**config.mk**
```make
export PLATFORM = sky130hd
export DESIGN_NAME = slfbm_lane_monitor_flat
export DESIGN_NICKNAME = d
export VERILOG_FILES = /design/src/shared/slfbm_pkg.sv /design/src/shared/slfbm_link_if.sv /design/src/slfbm_lane_monitor.sv /design/src/flat_wrapper.sv
export VERILOG_INCLUDE_DIRS = /design/src /design/src/shared
export SDC_FILE = /design/constraint.sdc
export NUM_CORES = 1
export LEC_CHECK = 0
export ABC_AREA = 0
export BUFFER_PORTS_ARGS = -buffer_cell sky130_fd_sc_hd__buf_2
export CAP_MARGIN = 20
export CORE_MARGIN = 2
export CORE_UTILIZATION = 55
export CTS_BUF_LIST = sky130_fd_sc_hd__clkbuf_16
export CTS_CLUSTER_SIZE = 8
export DETAILED_ROUTE_END_ITERATION = 7
export MAX_ROUTING_LAYER = met4
export PLACE_DENSITY_LB_ADDON = 0.15
export SYNTH_ARGS = -nofsm -noshare
export SYNTH_HDL_FRONTEND = slang
export SYNTH_SLANG_ARGS = --single-unit
```
**constraint.sdc**
```tcl
create_clock -name clk_i -period 1.8 [get_ports clk_i]
set_clock_uncertainty 0.2 [all_clocks]
set_input_delay 0 -clock clk_i [delete_from_list [all_inputs] [get_ports clk_i]]
set_output_delay 0 -clock clk_i [all_outputs]
set_load 0.005 [all_outputs]
```
**src/shared/slfbm_defs.svh**
```systemverilog
// Register offsets, field positions and reset values of the lane monitor
`ifndef SLFBM_DEFS_SVH
`define SLFBM_DEFS_SVH
`define SLFBM_ADDR_W 9
`define SLFBM_OFS_TEST_CTRL 9'h1a0
`define SLFBM_OFS_ERR_CNT 9'h1b0
`define SLFBM_OFS_PTR_SPACING 9'h170
`define SLFBM_OFS_LANE_ERR 9'h160
`define SLFBM_OFS_LANE_MODE 9'h1c8
`define SLFBM_OFS_PATTERN_SEL 9'h1c9
`define SLFBM_BIT_ERR_EN 0
`define SLFBM_BIT_GB_FLAG 0
`define SLFBM_RST_TEST_CTRL 8'h00
`define SLFBM_SPACING_MAX_8B10B 5'h0e
`define SLFBM_SPACING_MAX_64B66B 5'h10
`define SLFBM_CNT_SAT 8'hff
`define SLFBM_PRBS_SEED 7'h7f
`define SLFBM_LOCK_BITS 4'h7
`endif

```
**src/shared/slfbm_pkg.sv**
```systemverilog
// Types shared by both ends of the lane monitor
package slfbm_pkg;
  typedef logic [15:0] slfbm_lane_mask_t;
endpackage

```
**src/shared/slfbm_link_if.sv**
```systemverilog
// Serial lane link between the pattern sender and the lane monitor
`timescale 1ns/1ps
interface slfbm_link_if #(parameter int LANES = 16);
  logic [LANES-1:0] lane_bit;
  logic [LANES-1:0] lane_valid;
  logic [LANES-1:0][4:0] fill_level;
  modport sender (output lane_bit, output lane_valid, output fill_level);
  modport monitor (input lane_bit, input lane_valid, input fill_level);
endinterface

```
**src/slfbm_lane_monitor.sv**
```systemverilog
// Receive end: gearbox pointer spacing, sticky flags and PRBS error counters
//
// Contract
// RULE1: Report 5-bit write/read pointer spacing per lane
// RULE2: Spacing spans 0-14 (8b/10b), 0-16 (64b/66b)
// RULE3: End-of-range spacing sets lane gearbox error flag
// RULE4: Spacing 1 setup margin, max-1 hold margin
// RULE5: Spacing measured in read clock, half-period steps
// RULE6: 8b/10b step 20 UI, last 380 UI
// RULE7: 64b/66b step 16.5 UI, last 412.5 UI
// RULE8: Spacing of disabled or extra lanes undefined
// RULE9: Control bit 0 enables counters, resets zero
// RULE10: Configure, select pattern, enable link, then count
// RULE11: Enable 0 then 1 clears and restarts
// RULE12: Checker self-syncs to PRBS after enable rise
// RULE13: Eight-bit per-lane error count saturates at 255
// RULE14: Counters at consecutive addresses, lane 0 lowest
// RULE15: Counts of disabled or extra lanes undefined
// RULE16: Gearbox fault sets sticky flag, write-1 clears
// RULE17: Count mismatching bits while enabled, hold otherwise
// RULE18: Spacing sampled continuously for coherent reads
`timescale 1ns/1ps
`include "slfbm_defs.svh"
module slfbm_lane_monitor import slfbm_pkg::*; #(
  parameter int LANES = 16
) (
  input wire logic clk_i,
  input wire logic sys_rst_i,
  input wire logic [`SLFBM_ADDR_W-1:0] addr_i,
  input wire logic [7:0] wdata_i,
  input wire logic wr_i,
  input wire logic rd_i,
  output logic [7:0] rdata_o,
  output logic count_enable_o,
  slfbm_link_if.monitor link
);
  initial begin
    if (LANES < 1 || LANES > 16) $error("LANES out of range");
  end
  // ----------------------------------------
  // State
  // ----------------------------------------
  typedef struct packed {
    logic err_en;
    logic [LANES-1:0] mode_64b66b;
    logic [LANES-1:0][4:0] spacing;
    logic [LANES-1:0] gb_flag;
    logic [LANES-1:0][7:0] err_cnt;
    logic [LANES-1:0][6:0] ref_lfsr;
    logic [LANES-1:0][3:0] lock_cnt;
    logic [7:0] rdata;
  } slfbm_mon_s;
  slfbm_mon_s st;
  slfbm_mon_s next_st;
  // ----------------------------------------
  // Next state
  // ----------------------------------------
  always_comb begin
    logic [4:0] top;
    logic [4:0] lvl;
    logic exp_bit;
    logic [3:0] idx;
    logic en_rise;
    en_rise = 1'b0;
    top = '0;
    lvl = '0;
    exp_bit = 1'b0;
    idx = '0;
    next_st = st;
    next_st.rdata = 8'h00;
    // Register writes
    if (wr_i) begin
      if (addr_i == `SLFBM_OFS_TEST_CTRL) begin
        next_st.err_en = wdata_i[`SLFBM_BIT_ERR_EN]; // RULE9
      end
      if (addr_i == `SLFBM_OFS_LANE_MODE) begin
        next_st.mode_64b66b = LANES'(wdata_i);
      end
      if (addr_i[8:4] == `SLFBM_OFS_LANE_ERR >> 4 && 32'(addr_i[3:0]) < LANES &&
          wdata_i[`SLFBM_BIT_GB_FLAG]) begin
        next_st.gb_flag[addr_i[3:0]] = 1'b0; // RULE16
      end
    end
    // Enable rise taken from the value being written, not a loop through next state
    en_rise = next_st.err_en && !st.err_en; // RULE11
    for (int i = 0; i < LANES; i++) begin
      // Spacing sampled every read-clock cycle
      lvl = link.fill_level[i];
      top = st.mode_64b66b[i] ? `SLFBM_SPACING_MAX_64B66B : `SLFBM_SPACING_MAX_8B10B; // RULE2 RULE6 RULE7
      if (lvl > top) begin
        lvl = top;
      end
      next_st.spacing[i] = lvl; // RULE1 RULE5 RULE18 RULE4
      if (lvl == 5'h00 || lvl == top) begin
        next_st.gb_flag[i] = 1'b1; // RULE3 RULE16
      end
      // PRBS checker: reload from data, then lock and compare
      exp_bit = st.ref_lfsr[i][6] ^ st.ref_lfsr[i][5];
      if (en_rise) begin
        next_st.err_cnt[i] = 8'h00; // RULE11
        next_st.lock_cnt[i] = 4'h0; // RULE12
      end else if (st.err_en && link.lane_valid[i]) begin
        if (st.lock_cnt[i] < `SLFBM_LOCK_BITS) begin
          next_st.ref_lfsr[i] = {st.ref_lfsr[i][5:0], link.lane_bit[i]}; // RULE12
          next_st.lock_cnt[i] = st.lock_cnt[i] + 4'h1;
        end else begin
          next_st.ref_lfsr[i] = {st.ref_lfsr[i][5:0], exp_bit};
          if (link.lane_bit[i] != exp_bit && st.err_cnt[i] != `SLFBM_CNT_SAT) begin
            next_st.err_cnt[i] = st.err_cnt[i] + 8'h01; // RULE17 RULE13
          end
        end
      end
    end
    // Register reads, data one cycle later
    if (rd_i) begin
      idx = addr_i[3:0];
      if (addr_i == `SLFBM_OFS_TEST_CTRL) begin
        next_st.rdata = {7'h00, st.err_en};
      end else if (addr_i == `SLFBM_OFS_LANE_MODE) begin
        next_st.rdata = 8'(st.mode_64b66b);
      end else if (32'(idx) < LANES) begin
        if (addr_i[8:4] == `SLFBM_OFS_ERR_CNT >> 4) begin
          next_st.rdata = st.err_cnt[idx]; // RULE14 RULE15
        end else if (addr_i[8:4] == `SLFBM_OFS_PTR_SPACING >> 4) begin
          next_st.rdata = {3'h0, st.spacing[idx]}; // RULE8
        end else if (addr_i[8:4] == `SLFBM_OFS_LANE_ERR >> 4) begin
          next_st.rdata = {7'h00, st.gb_flag[idx]};
        end
      end
    end
    if (sys_rst_i) begin
      next_st = '0;
      next_st.err_en = 1'(`SLFBM_RST_TEST_CTRL); // RULE9
    end
  end
  always_ff @(posedge clk_i) begin
    st <= next_st;
  end
  assign rdata_o = st.rdata;
  assign count_enable_o = st.err_en; // RULE10
endmodule // slfbm_lane_monitor

```
**src/flat_wrapper.sv**
```systemverilog
// flat-port wrapper written by rule: the top's interface ports become plain ports
module slfbm_lane_monitor_flat import slfbm_pkg::*;
#(
  parameter int LANES = 16
)
  (clk_i, sys_rst_i, addr_i, wdata_i, wr_i, rd_i, rdata_o, count_enable_o, link_lane_bit, link_lane_valid, link_fill_level);
  slfbm_link_if #(.LANES(LANES)) link_i ();
  input wire logic clk_i;
  input wire logic sys_rst_i;
  input wire logic [`SLFBM_ADDR_W-1:0] addr_i;
  input wire logic [7:0] wdata_i;
  input wire logic wr_i;
  input wire logic rd_i;
  output logic [7:0] rdata_o;
  output logic count_enable_o;
  input wire logic [$bits(link_i.lane_bit)-1:0] link_lane_bit;
  input wire logic [$bits(link_i.lane_valid)-1:0] link_lane_valid;
  input wire logic [$bits(link_i.fill_level)-1:0] link_fill_level;
  assign link_i.lane_bit = link_lane_bit;
  assign link_i.lane_valid = link_lane_valid;
  assign link_i.fill_level = link_fill_level;
  slfbm_lane_monitor #(.LANES(LANES)) u_core (.clk_i(clk_i), .sys_rst_i(sys_rst_i), .addr_i(addr_i), .wdata_i(wdata_i), .wr_i(wr_i), .rd_i(rd_i), .rdata_o(rdata_o), .count_enable_o(count_enable_o), .link(link_i));
endmodule
```
; Word-level counts from Yosys, hierarchy flattened
; Cells that the tools add are included.
[classes]
n_addsub = 32
order_cmp = 34
eq_ne = 53
mux = 74
bitwise = 36
reduce_logical = 168
[ops]
columns = op, count
row1 = "adder 8 x 1 -> 8 bit, second input constant", 16
row2 = "inequality test 8 bit, second input constant", 16
row3 = two-way mux 5 bit, 25
row4 = AND reduction 2 bit, 49
row5 = zero test 5 bit, 16
row6 = "adder 4 x 1 -> 4 bit, second input constant", 16
row7 = "< comparator 4 x 3 -> 1 bit, second input constant", 16
row8 = nonzero test 2 bit, 32
row9 = AND reduction 3 bit, 16
row10 = "== test 5 x 4 -> 1 bit, second input constant", 8
row11 = == test 5 bit, 8
row12 = "greater-than comparator 5 x 4 -> 1 bit, second input constant", 8
row13 = greater-than comparator 5 bit, 8
row14 = two-way mux 8 bit, 5
row15 = two-way mux 1 bit, 37
row16 = logical AND 1 bit, 35
row17 = binary-select mux 8 bit (select 4 bit), 1
row18 = two-way mux 16 bit, 2
row19 = binary-select mux 5 bit (select 4 bit), 1
row20 = "== test 9 bit, second input constant", 2
row21 = NOT 1 bit, 18
row22 = two-way mux 17 bit, 1
row23 = AND 16 bit, 1
row24 = logical OR 1 bit, 16
row25 = 11 further kinds, 44
[totals]
register_bits = 417
input_bits = 133
out_inout_bits = 9

; Depth between registers and ports, before layout
; Gate-level depths: netlist (run 1).
[depth]
ltp_word = 9
depth_mapped = 8

; Least setup slack after synthesis (run 1)
; Ideal clock, no wire load.
[synth_timing]
kind = flip-flop to flip-flop
start = reg u_core.st[216] in the netlist's numbering
end = reg u_core.st[223] in the netlist's numbering
setup_time_ns = 0.117
arrival_ns = 1.693
required_time_ns = 1.483
path_slack_ns = -0.210
path_stages_with_launch = 8
n_path_buf = 0
period_less_slack_ns = 2.010
path_cell_list = dfxtp_1 -> ha_1 -> and3_1 -> and3_1 -> nor4_4 -> nand4_1 -> xor2_1 -> nor2_1
[synth_between]
elab_chain_cells = 3
[synth_lines]
columns = item, line
row1 = from (decl), slfbm_lane_monitor.sv:53  ; slfbm_mon_s st;
row2 = from (signal assigned), slfbm_lane_monitor.sv:137  ; st <= next_st;
row3 = "parallel branches: the longest is 3 deep, another holds adder 8 x 1 -> 8 bit", n/a
; Several ways; the timed one is not identified.
; A chain may end at the register's enable or synchronous reset.

; Final worst setup path (run 1)
[layout_timing]
start = reg u_core.st[412] in the netlist's numbering
end = reg u_core.st[349] in the netlist's numbering
[layout_between]
elab_chain_cells = 3
[layout_lines]
columns = item, line
row1 = two-way mux 5 bit (no source line) *, n/a
row2 = greater-than comparator 5 bit, slfbm_lane_monitor.sv:90  ; if (lvl > top) begin
row3 = two-way mux 5 bit *, slfbm_lane_monitor.sv:90
; Mark *: on every way between the ends. The rest lies on a longest branch, timed or not.

==> results_dict.tcl, run 1 <==
set metrics [dict create \
    clk_pin_slew_ns 0.06 \
    die-width_um 192 \
    cp_cell_sequence "ha_4, nor2b_4, o21a_1, o21a_2, o22ai_4, mux2i_1, nor2_1" \
    syn-cell-area_mm2 0.0194 \
    synth_edf_count 0 \
    violations "negative hold slack, negative setup slack" \
    clkLatencyLatePin_ns 0.60 \
    path_max_fanout 4 \
    ir_drop_mv 0.731 \
    clk_path_buf_depth 3 \
    final.setup.worst_slack_ns -0.246 \
    grt_pass1_wl_mm 93.1 \
    start_util_pct 55.9 \
    worstMarginPinSlew_ns 0.614 \
    slowest_delay_ns 0.39 \
    layout-drive-gt1-share_pct 35.7 \
    crit_buf_inv 0 \
    grt_use_met3_pct 5.30 \
    fillCellCount 1741 \
    power_density_mw_per_mm2 726 \
    cts_sinks 417 \
    ios 142 \
    max_freq_mhz 489 \
    met2_usage_pct 56.0 \
    dpl.hpwl_mm 35.4 \
    synth_cell_types 68 \
    synth_area_leaders "dfxtp_1 43%, nor2_1 5.8%, mux4_2 5.7%, nand2_1 5.7%, xor2_1 5.4%" \
    drtIter0Drc 1390 \
    cap_violations 0 \
    hold_class "primary input to flop" \
    track_usage_pct 32.7 \
    hold_start "addr_i[3]" \
    grtUsageMet1_pct 37.2 \
    hold_depth 5 \
    root_buffer "clkbuf_16" \
    syn_inst 2086 \
    row_count 68 \
    cp-start-kind "flop" \
    portBuffers 141 \
    final-setup-viol-count 231 \
    r2r_end "u_core.st[349]" \
    ff2ff_path_depth 7 \
    cp-end-kind "flop" \
    nets 2937 \
    antenna_found_initial 2 \
    whs_endpoint "u_core.rdata_o[0]" \
    ys_seq_area_share_pct 43.1 \
    cts_tree "yes" \
    synth_top_area_share_pct 43.1 \
    synth-seq-cells 417 \
    ys_warn_count 0 \
    cts_buffers 58 \
    worstReg2RegStart "u_core.st[412]" \
    finalMaxSlewViolations 0 \
    cp_slowest_cell "dfxtp_4" \
    min_period_ns 2.05 \
    avgSynthCellArea_um2 9.28 \
    hold_violations 1 \
    critPathArrivalTime_ns 2.31 \
    grt_max_degree 95 \
    period_share_pct 114 \
    yosys_most_used_dff "dfxtp_1" \
    status "complete, but fails checks" \
    crit_family "compound AO/OA/AOI/OAI gates" \
    routed_via_density 5.97 \
    htreeDepth 2 \
    critical_path_class "flop to flop" \
    routed_wl_mm 67.5 \
    p_leak_nw 11.5 \
    place_area_mm2 0.0228 \
    rrSetupSlack_ns -0.25 \
    stdcell_area_mm2 0.0289 \
    wl_per_cell_um 21.1 \
    hold_ws_ns -0.000636 \
    pre_cts_ws_ns -0.287 \
    async_reset_ff_share_pct 0 \
    syn_to_final_growth_pct 49.4 \
    power.total_mw 21.0 \
    yosysTopAreaCell "dfxtp_1" \
    grt-ovfl-total 0 \
    fp.dieH_um 192 \
    globalplace.congestion 0.861 \
    gr-max-usage-layer "met2" \
    first_pass_iters 5 \
    drc 0 \
    ant_nets 0 \
    rsz0062_at_grt "yes" \
    slew_headroom_pct 58.8 \
    die_area_mm2 0.0367 \
    grt_pass1_vias 18757 \
    crit_required_ns 2.06 \
    num_vias 19115 \
    core_area_mm2 0.0346 \
]
## how the worst max path moves through the flow
stage,depth (start not counted),start,slack [ns],endpoint
floorplan,7,u_core.st[412],-0.04,u_core.st[349]
global placement,8,addr_i[0],-0.26,u_core.st[415]
detailed placement,8,addr_i[0],-0.29,u_core.st[415]
CTS,8,u_core.count_enable_o,-0.12,u_core.st[292]
global route,8,u_core.count_enable_o,-0.28,u_core.st[292]
finish,7,u_core.st[412],-0.25,u_core.st[349]
## through the flow
step,util (%),std cells,setup TNS (ns),hold slack [ns]
after floorplan,-,2093,-0.325,-0.123
after global placement,65.8,2866,-5.66,0.0299
after detailed placement,65.8,2866,-10.50,0.0370
after CTS,78.1,3150,-5.98,-0.297
after global routing,83.5,3200,-38.66,0.0706
final,83.5,3200,-31.28,-0.000636
## power by group
group          switching [mW]  total, mW  internal, mW
clock network            3.85       9.54          5.69
logic                   0.990       2.02          1.03
registers              0.0650       9.43          9.37
## sequential cells by signal, indices dropped and copies added, names as in the netlist
register and count:
u_core.st 408, u_core.rdata_o 8, u_core.count_enable_o 1
## layout by cell type, fill, tap and decap left out, types with 22 or more instances in the layout
| master | n |
|---|---|
| dfxtp_2 | 65 |
| nand4_1 | 93 |
| buf_2 | 139 |
| and3_4 | 27 |
| buf_6 | 35 |
| a21oi_1 | 166 |
| ha_4 | 28 |
| buf_12 | 23 |
| nor2_4 | 32 |
| o21ai_0 | 22 |
| nand2_1 | 282 |
| mux4_2 | 52 |
| a21oi_2 | 23 |
| nor2_1 | 242 |
| dfxtp_1 | 337 |
| xnor2_1 | 25 |
| clkbuf_16 | 74 |
| buf_4 | 263 |
| mux2i_1 | 65 |
| nor2_2 | 30 |
| xor2_1 | 102 |
| and3_1 | 28 |
| dlygate4sd3_1 | 190 |
| ha_1 | 29 |
## cells in the mapped netlist (13+ instances only)
| master | n |
|---|---|
| nor2_1 | 298 |
| and3_1 | 55 |
| mux4_2 | 49 |
| clkbuf_1 | 31 |
| inv_1 | 26 |
| a311oi_4 | 15 |
| nor2b_1 | 13 |
| nand2_1 | 293 |
| buf_4 | 15 |
| nand2b_1 | 13 |
| a21o_1 | 16 |
| o21ai_0 | 28 |
| nand4_1 | 93 |
| xnor2_1 | 41 |
| mux2i_1 | 72 |
| dfxtp_1 | 417 |
| buf_2 | 34 |
| ha_1 | 64 |
| xor2_1 | 119 |
| a21oi_1 | 193 |
| and2_1 | 19 |
| nand3_1 | 19 |
## kinds of logic (layout without fill, tap and decap cells)
| group | count (synthesis) | in the layout | share of synthesized area, % |
|---|---|---|---|
| AND/OR/NAND/NOR | 860 | 860 | 20.5 |
| flip-flops | 417 | 417 | 43.1 |
| multiplexers | 127 | 127 | 10.0 |
| other | 1 | 10 | 0.0194 |
| XOR/XNOR | 160 | 160 | 7.24 |
| adder cells (fa/ha/maj) | 64 | 64 | 4.14 |
| buffers and inverters | 118 | 768 | 3.13 |
| AO/OA/AOI/OAI | 339 | 339 | 11.8 |
## area by class of cell
| type | instances | area, um2 | area share [%] |
|---|---|---|---|
| Antenna cell | 2 | 5.00 | 0.0173 |
| Clock buffer | 59 | 1480 | 5.11 |
| Clock inverter | 4 | 25.0 | 0.0865 |
| Inverter | 26 | 108 | 0.372 |
| Multi-Input combinational cell | 1558 | 12200 | 42.2 |
| Sequential cell | 417 | 8490 | 29.3 |
| Tap cell | 455 | 569 | 1.97 |
| Timing Repair Buffer | 679 | 6030 | 20.9 |
## repair_timing
| action | 4_1_cts | 5_1_grt |
|---|---|---|
| resized for setup | 145 | 285 |
| buffers inserted | 21 | 29 |
| hold endpoints to repair | 372 | 1 |
| pin swaps | 58 | 155 |
| hold buffers | 199 | 1 |
| setup endpoints to repair | 155 | 263 |
| gates cloned | 1 | 23 |
## layer usage
| layer | up-vias | part of all wire [%] | routed length [um] |
|---|---|---|---|
| met5 | - | 0 | 0 |
| met4 | 0 | 5.3 | 3560 |
| met3 | 296 | 6.7 | 4500 |
| met2 | 963 | 51 | 34100 |
| met1 | 9251 | 38 | 25300 |
| li1 | 8605 | - | - |
## worst reg2reg max path: cells and delay by family (launching register included)
family                   cells  cell delay [ns]
flip-flops                   1             0.39
multiplexers                 1             0.29
AND/OR/NAND/NOR              2             0.20
adder cells (fa/ha/maj)      1             0.21
AO/OA/AOI/OAI                3             0.62
Power figures use the tool's default switching activity.
==> run 2, diff against run 1 <==
- GPL_TIMING_DRIVEN: unset -> 0
==> run 2 against run 1 <==
Effect of this change:
- the flow still finishes with violations (negative hold slack, negative setup slack)
- clock-buffer cell count is the same
- cell count fell by 3.5%
- wire length grew 7.0%
- first-iteration DRC count is 33% higher
- worst setup slack lost 0.029 ns
- critical path depth did not move
- via count grew 0.39%
- power increased by 0.84%
- sequential power barely moved
- combinational power up 2%
- sequential share of layout area is 0.22 points higher
==> results_dict.tcl, run 2 (synthesized netlist as in run 1, its figures left out) <==
set metrics [dict create \
    cp-end-kind "flop" \
    root_buffer "clkbuf_16" \
    globalplace.congestion 0.918 \
    drtIter0Drc 1853 \
    final-setup-viol-count 228 \
    ios 142 \
    grt_pass1_vias 18438 \
    critPathArrivalTime_ns 2.35 \
    track_usage_pct 35.2 \
    cts_tree "yes" \
    tns_ns -25.94 \
    nets 2819 \
    regMostFlops "u_core.st" \
    routed_via_density 6.22 \
    finalMaxSlewViolations 0 \
    wl_per_cell_um 23.4 \
    worstMarginPinSlew_ns 1.01 \
    cts_buffers 58 \
    multi_input_area_mm2 0.0129 \
    postLayoutCoreUtil_pct 83.1 \
    die-width_um 192 \
    drc 0 \
    ant_nets 0 \
    grt-ovfl-total 0 \
    grt_max_degree 16 \
    hold_ws_ns -0.0737 \
    cts_sinks 417 \
    largest_reg_flops 408 \
    min_period_ns 2.08 \
    worstReg2RegStart "u_core.st[244]" \
    status "complete, but fails checks" \
    rrSetupSlack_ns -0.28 \
    crit_required_ns 2.08 \
    slew_headroom_pct 32.7 \
    whs_endpoint "u_core.rdata_o[1]" \
    row_count 68 \
    violations "negative hold slack, negative setup slack" \
    htreeDepth 2 \
    layout-drive-gt1-share_pct 36.5 \
    r2r_end "u_core.st[245]" \
    period_share_pct 115 \
    portBuffers 139 \
    num_vias 19190 \
    clk_path_buf_depth 3 \
    hold_violations 8 \
    clkLatencyLatePin_ns 0.60 \
    fp.dieH_um 192 \
    antenna_found_initial 4 \
    clk_pin_slew_ns 0.06 \
    path_max_fanout 8 \
    hold_depth 4 \
    cp-start-kind "flop" \
    start_util_pct 55.9 \
    p_leak_nw 11.1 \
    first_pass_iters 6 \
    final.setup.worst_slack_ns -0.275 \
    critical_path_class "flop to flop" \
    grt_pass1_wl_mm 98.2 \
    hold_class "primary input to flop" \
    die_area_mm2 0.0367 \
    core_area_mm2 0.0346 \
    fillCellCount 1733 \
    hold_start "addr_i[8]" \
    dpl.hpwl_mm 37.7 \
    routed_wl_mm 72.3 \
    layout_commonest_cell "dfxtp_1" \
    syn_to_final_growth_pct 48.6 \
    layout_common_cells "336 x dfxtp_1, 254 x nand2_1, 229 x nor2_1" \
    seq_area_mm2 0.00850 \
    max_freq_mhz 482 \
    rsz0062_at_grt "yes" \
    power_density_mw_per_mm2 736 \
    ir_drop_mv 0.844 \
    cap_violations 0 \
    ff2ff_path_depth 7 \
]
run 2: changes by cell type in the layout (fill, tap and decap cells not counted), moves of 13 or more:
cell	delta
dlygate4sd3_1	-28
clkbuf_1	+21
nand2_1	-28
buf_6	+28
nor2_1	-13
buf_4	-162
nand2_4	+14
xnor2_2	+15
nor2_4	+17
run 2: area by class of cell:
cell class / instances / share of cell area [%]
diodes: 4 / 0.0348
plain buffers: 79 / 2.52
clock buffers: 59 / 5.13
clock inverters: 7 / 0.183
inverters: 26 / 0.470
multi-input cells: 1558 / 44.9
flip-flops and latches: 417 / 29.6
well taps: 455 / 1.98
repair buffers: 482 / 15.3
run 2: repair_timing:
| action | in CTS | in global routing |
|---|---|---|
| gates resized for setup | 356 | 376 |
| setup buffers | 102 | 67 |
| setup endpoints to repair | 352 | 269 |
| pin swaps | 137 | 181 |
| endpoints found under the hold margin | 308 | 9 |
| cloned | 13 | 6 |
| hold buffers | 168 | 5 |
run 2: how the worst max path moves through the flow:
stage	startpoint	end	slack, ns	cells past startpoint
final	u_core.st[244]	u_core.st[245]	-0.28	7
after global routing	u_core.st[244]	u_core.st[245]	-0.36	7
after CTS	u_core.st[210]	u_core.rdata_o[2]	-0.26	6
after detailed placement	u_core.count_enable_o	u_core.st[121]	-0.85	6
after global placement	u_core.count_enable_o	u_core.st[135]	-0.81	6
after floorplan	u_core.st[412]	u_core.st[349]	-0.04	7
run 2: per-stage QoR:
stage / setup WS, ns / hold slack [ns] / instance area (um2) / cells / total power, mW
floorplan: -0.0359 / -0.123 / 19800 / 2093 / 10.3
global placement: -0.809 / 0.0247 / 21100 / 2687 / 10.8
detailed placement: -0.850 / 0.0315 / 21100 / 2687 / 10.8
CTS: -0.263 / -0.203 / 26700 / 3033 / 20.8
global route: -0.355 / -0.0575 / 28800 / 3087 / 21.6
finish: -0.275 / -0.0737 / 28800 / 3087 / 21.2
run 2: per-layer routing:
layer | GRT usage (%) | vias up | routed length [um] | part of all wire (%)
li1 | - | 8391 | - | -
met1 | 41.8 | 9255 | 26600 | 37
met2 | 58.1 | 1183 | 34900 | 48
met3 | 5.94 | 361 | 5930 | 8.2
met4 | 17.3 | 0 | 4890 | 6.8
met5 | - | - | 0 | 0
run 2: power by group:
part / switching (mW) / internal, mW / leakage [nW]
Sequential: 0.0498 / 9.35 / 3.43
Clock: 3.97 / 5.72 / 0.767
Combinational: 1.07 / 1.00 / 6.87
run 2: worst max-delay path, stage by stage (launching register included):
cell      delay, ns
dfxtp_1        0.36
and3_1         0.25
and3_4         0.21
a311oi_4       0.29
buf_6          0.19
nand4_1        0.13
xor2_1         0.24
nor2_1         0.09
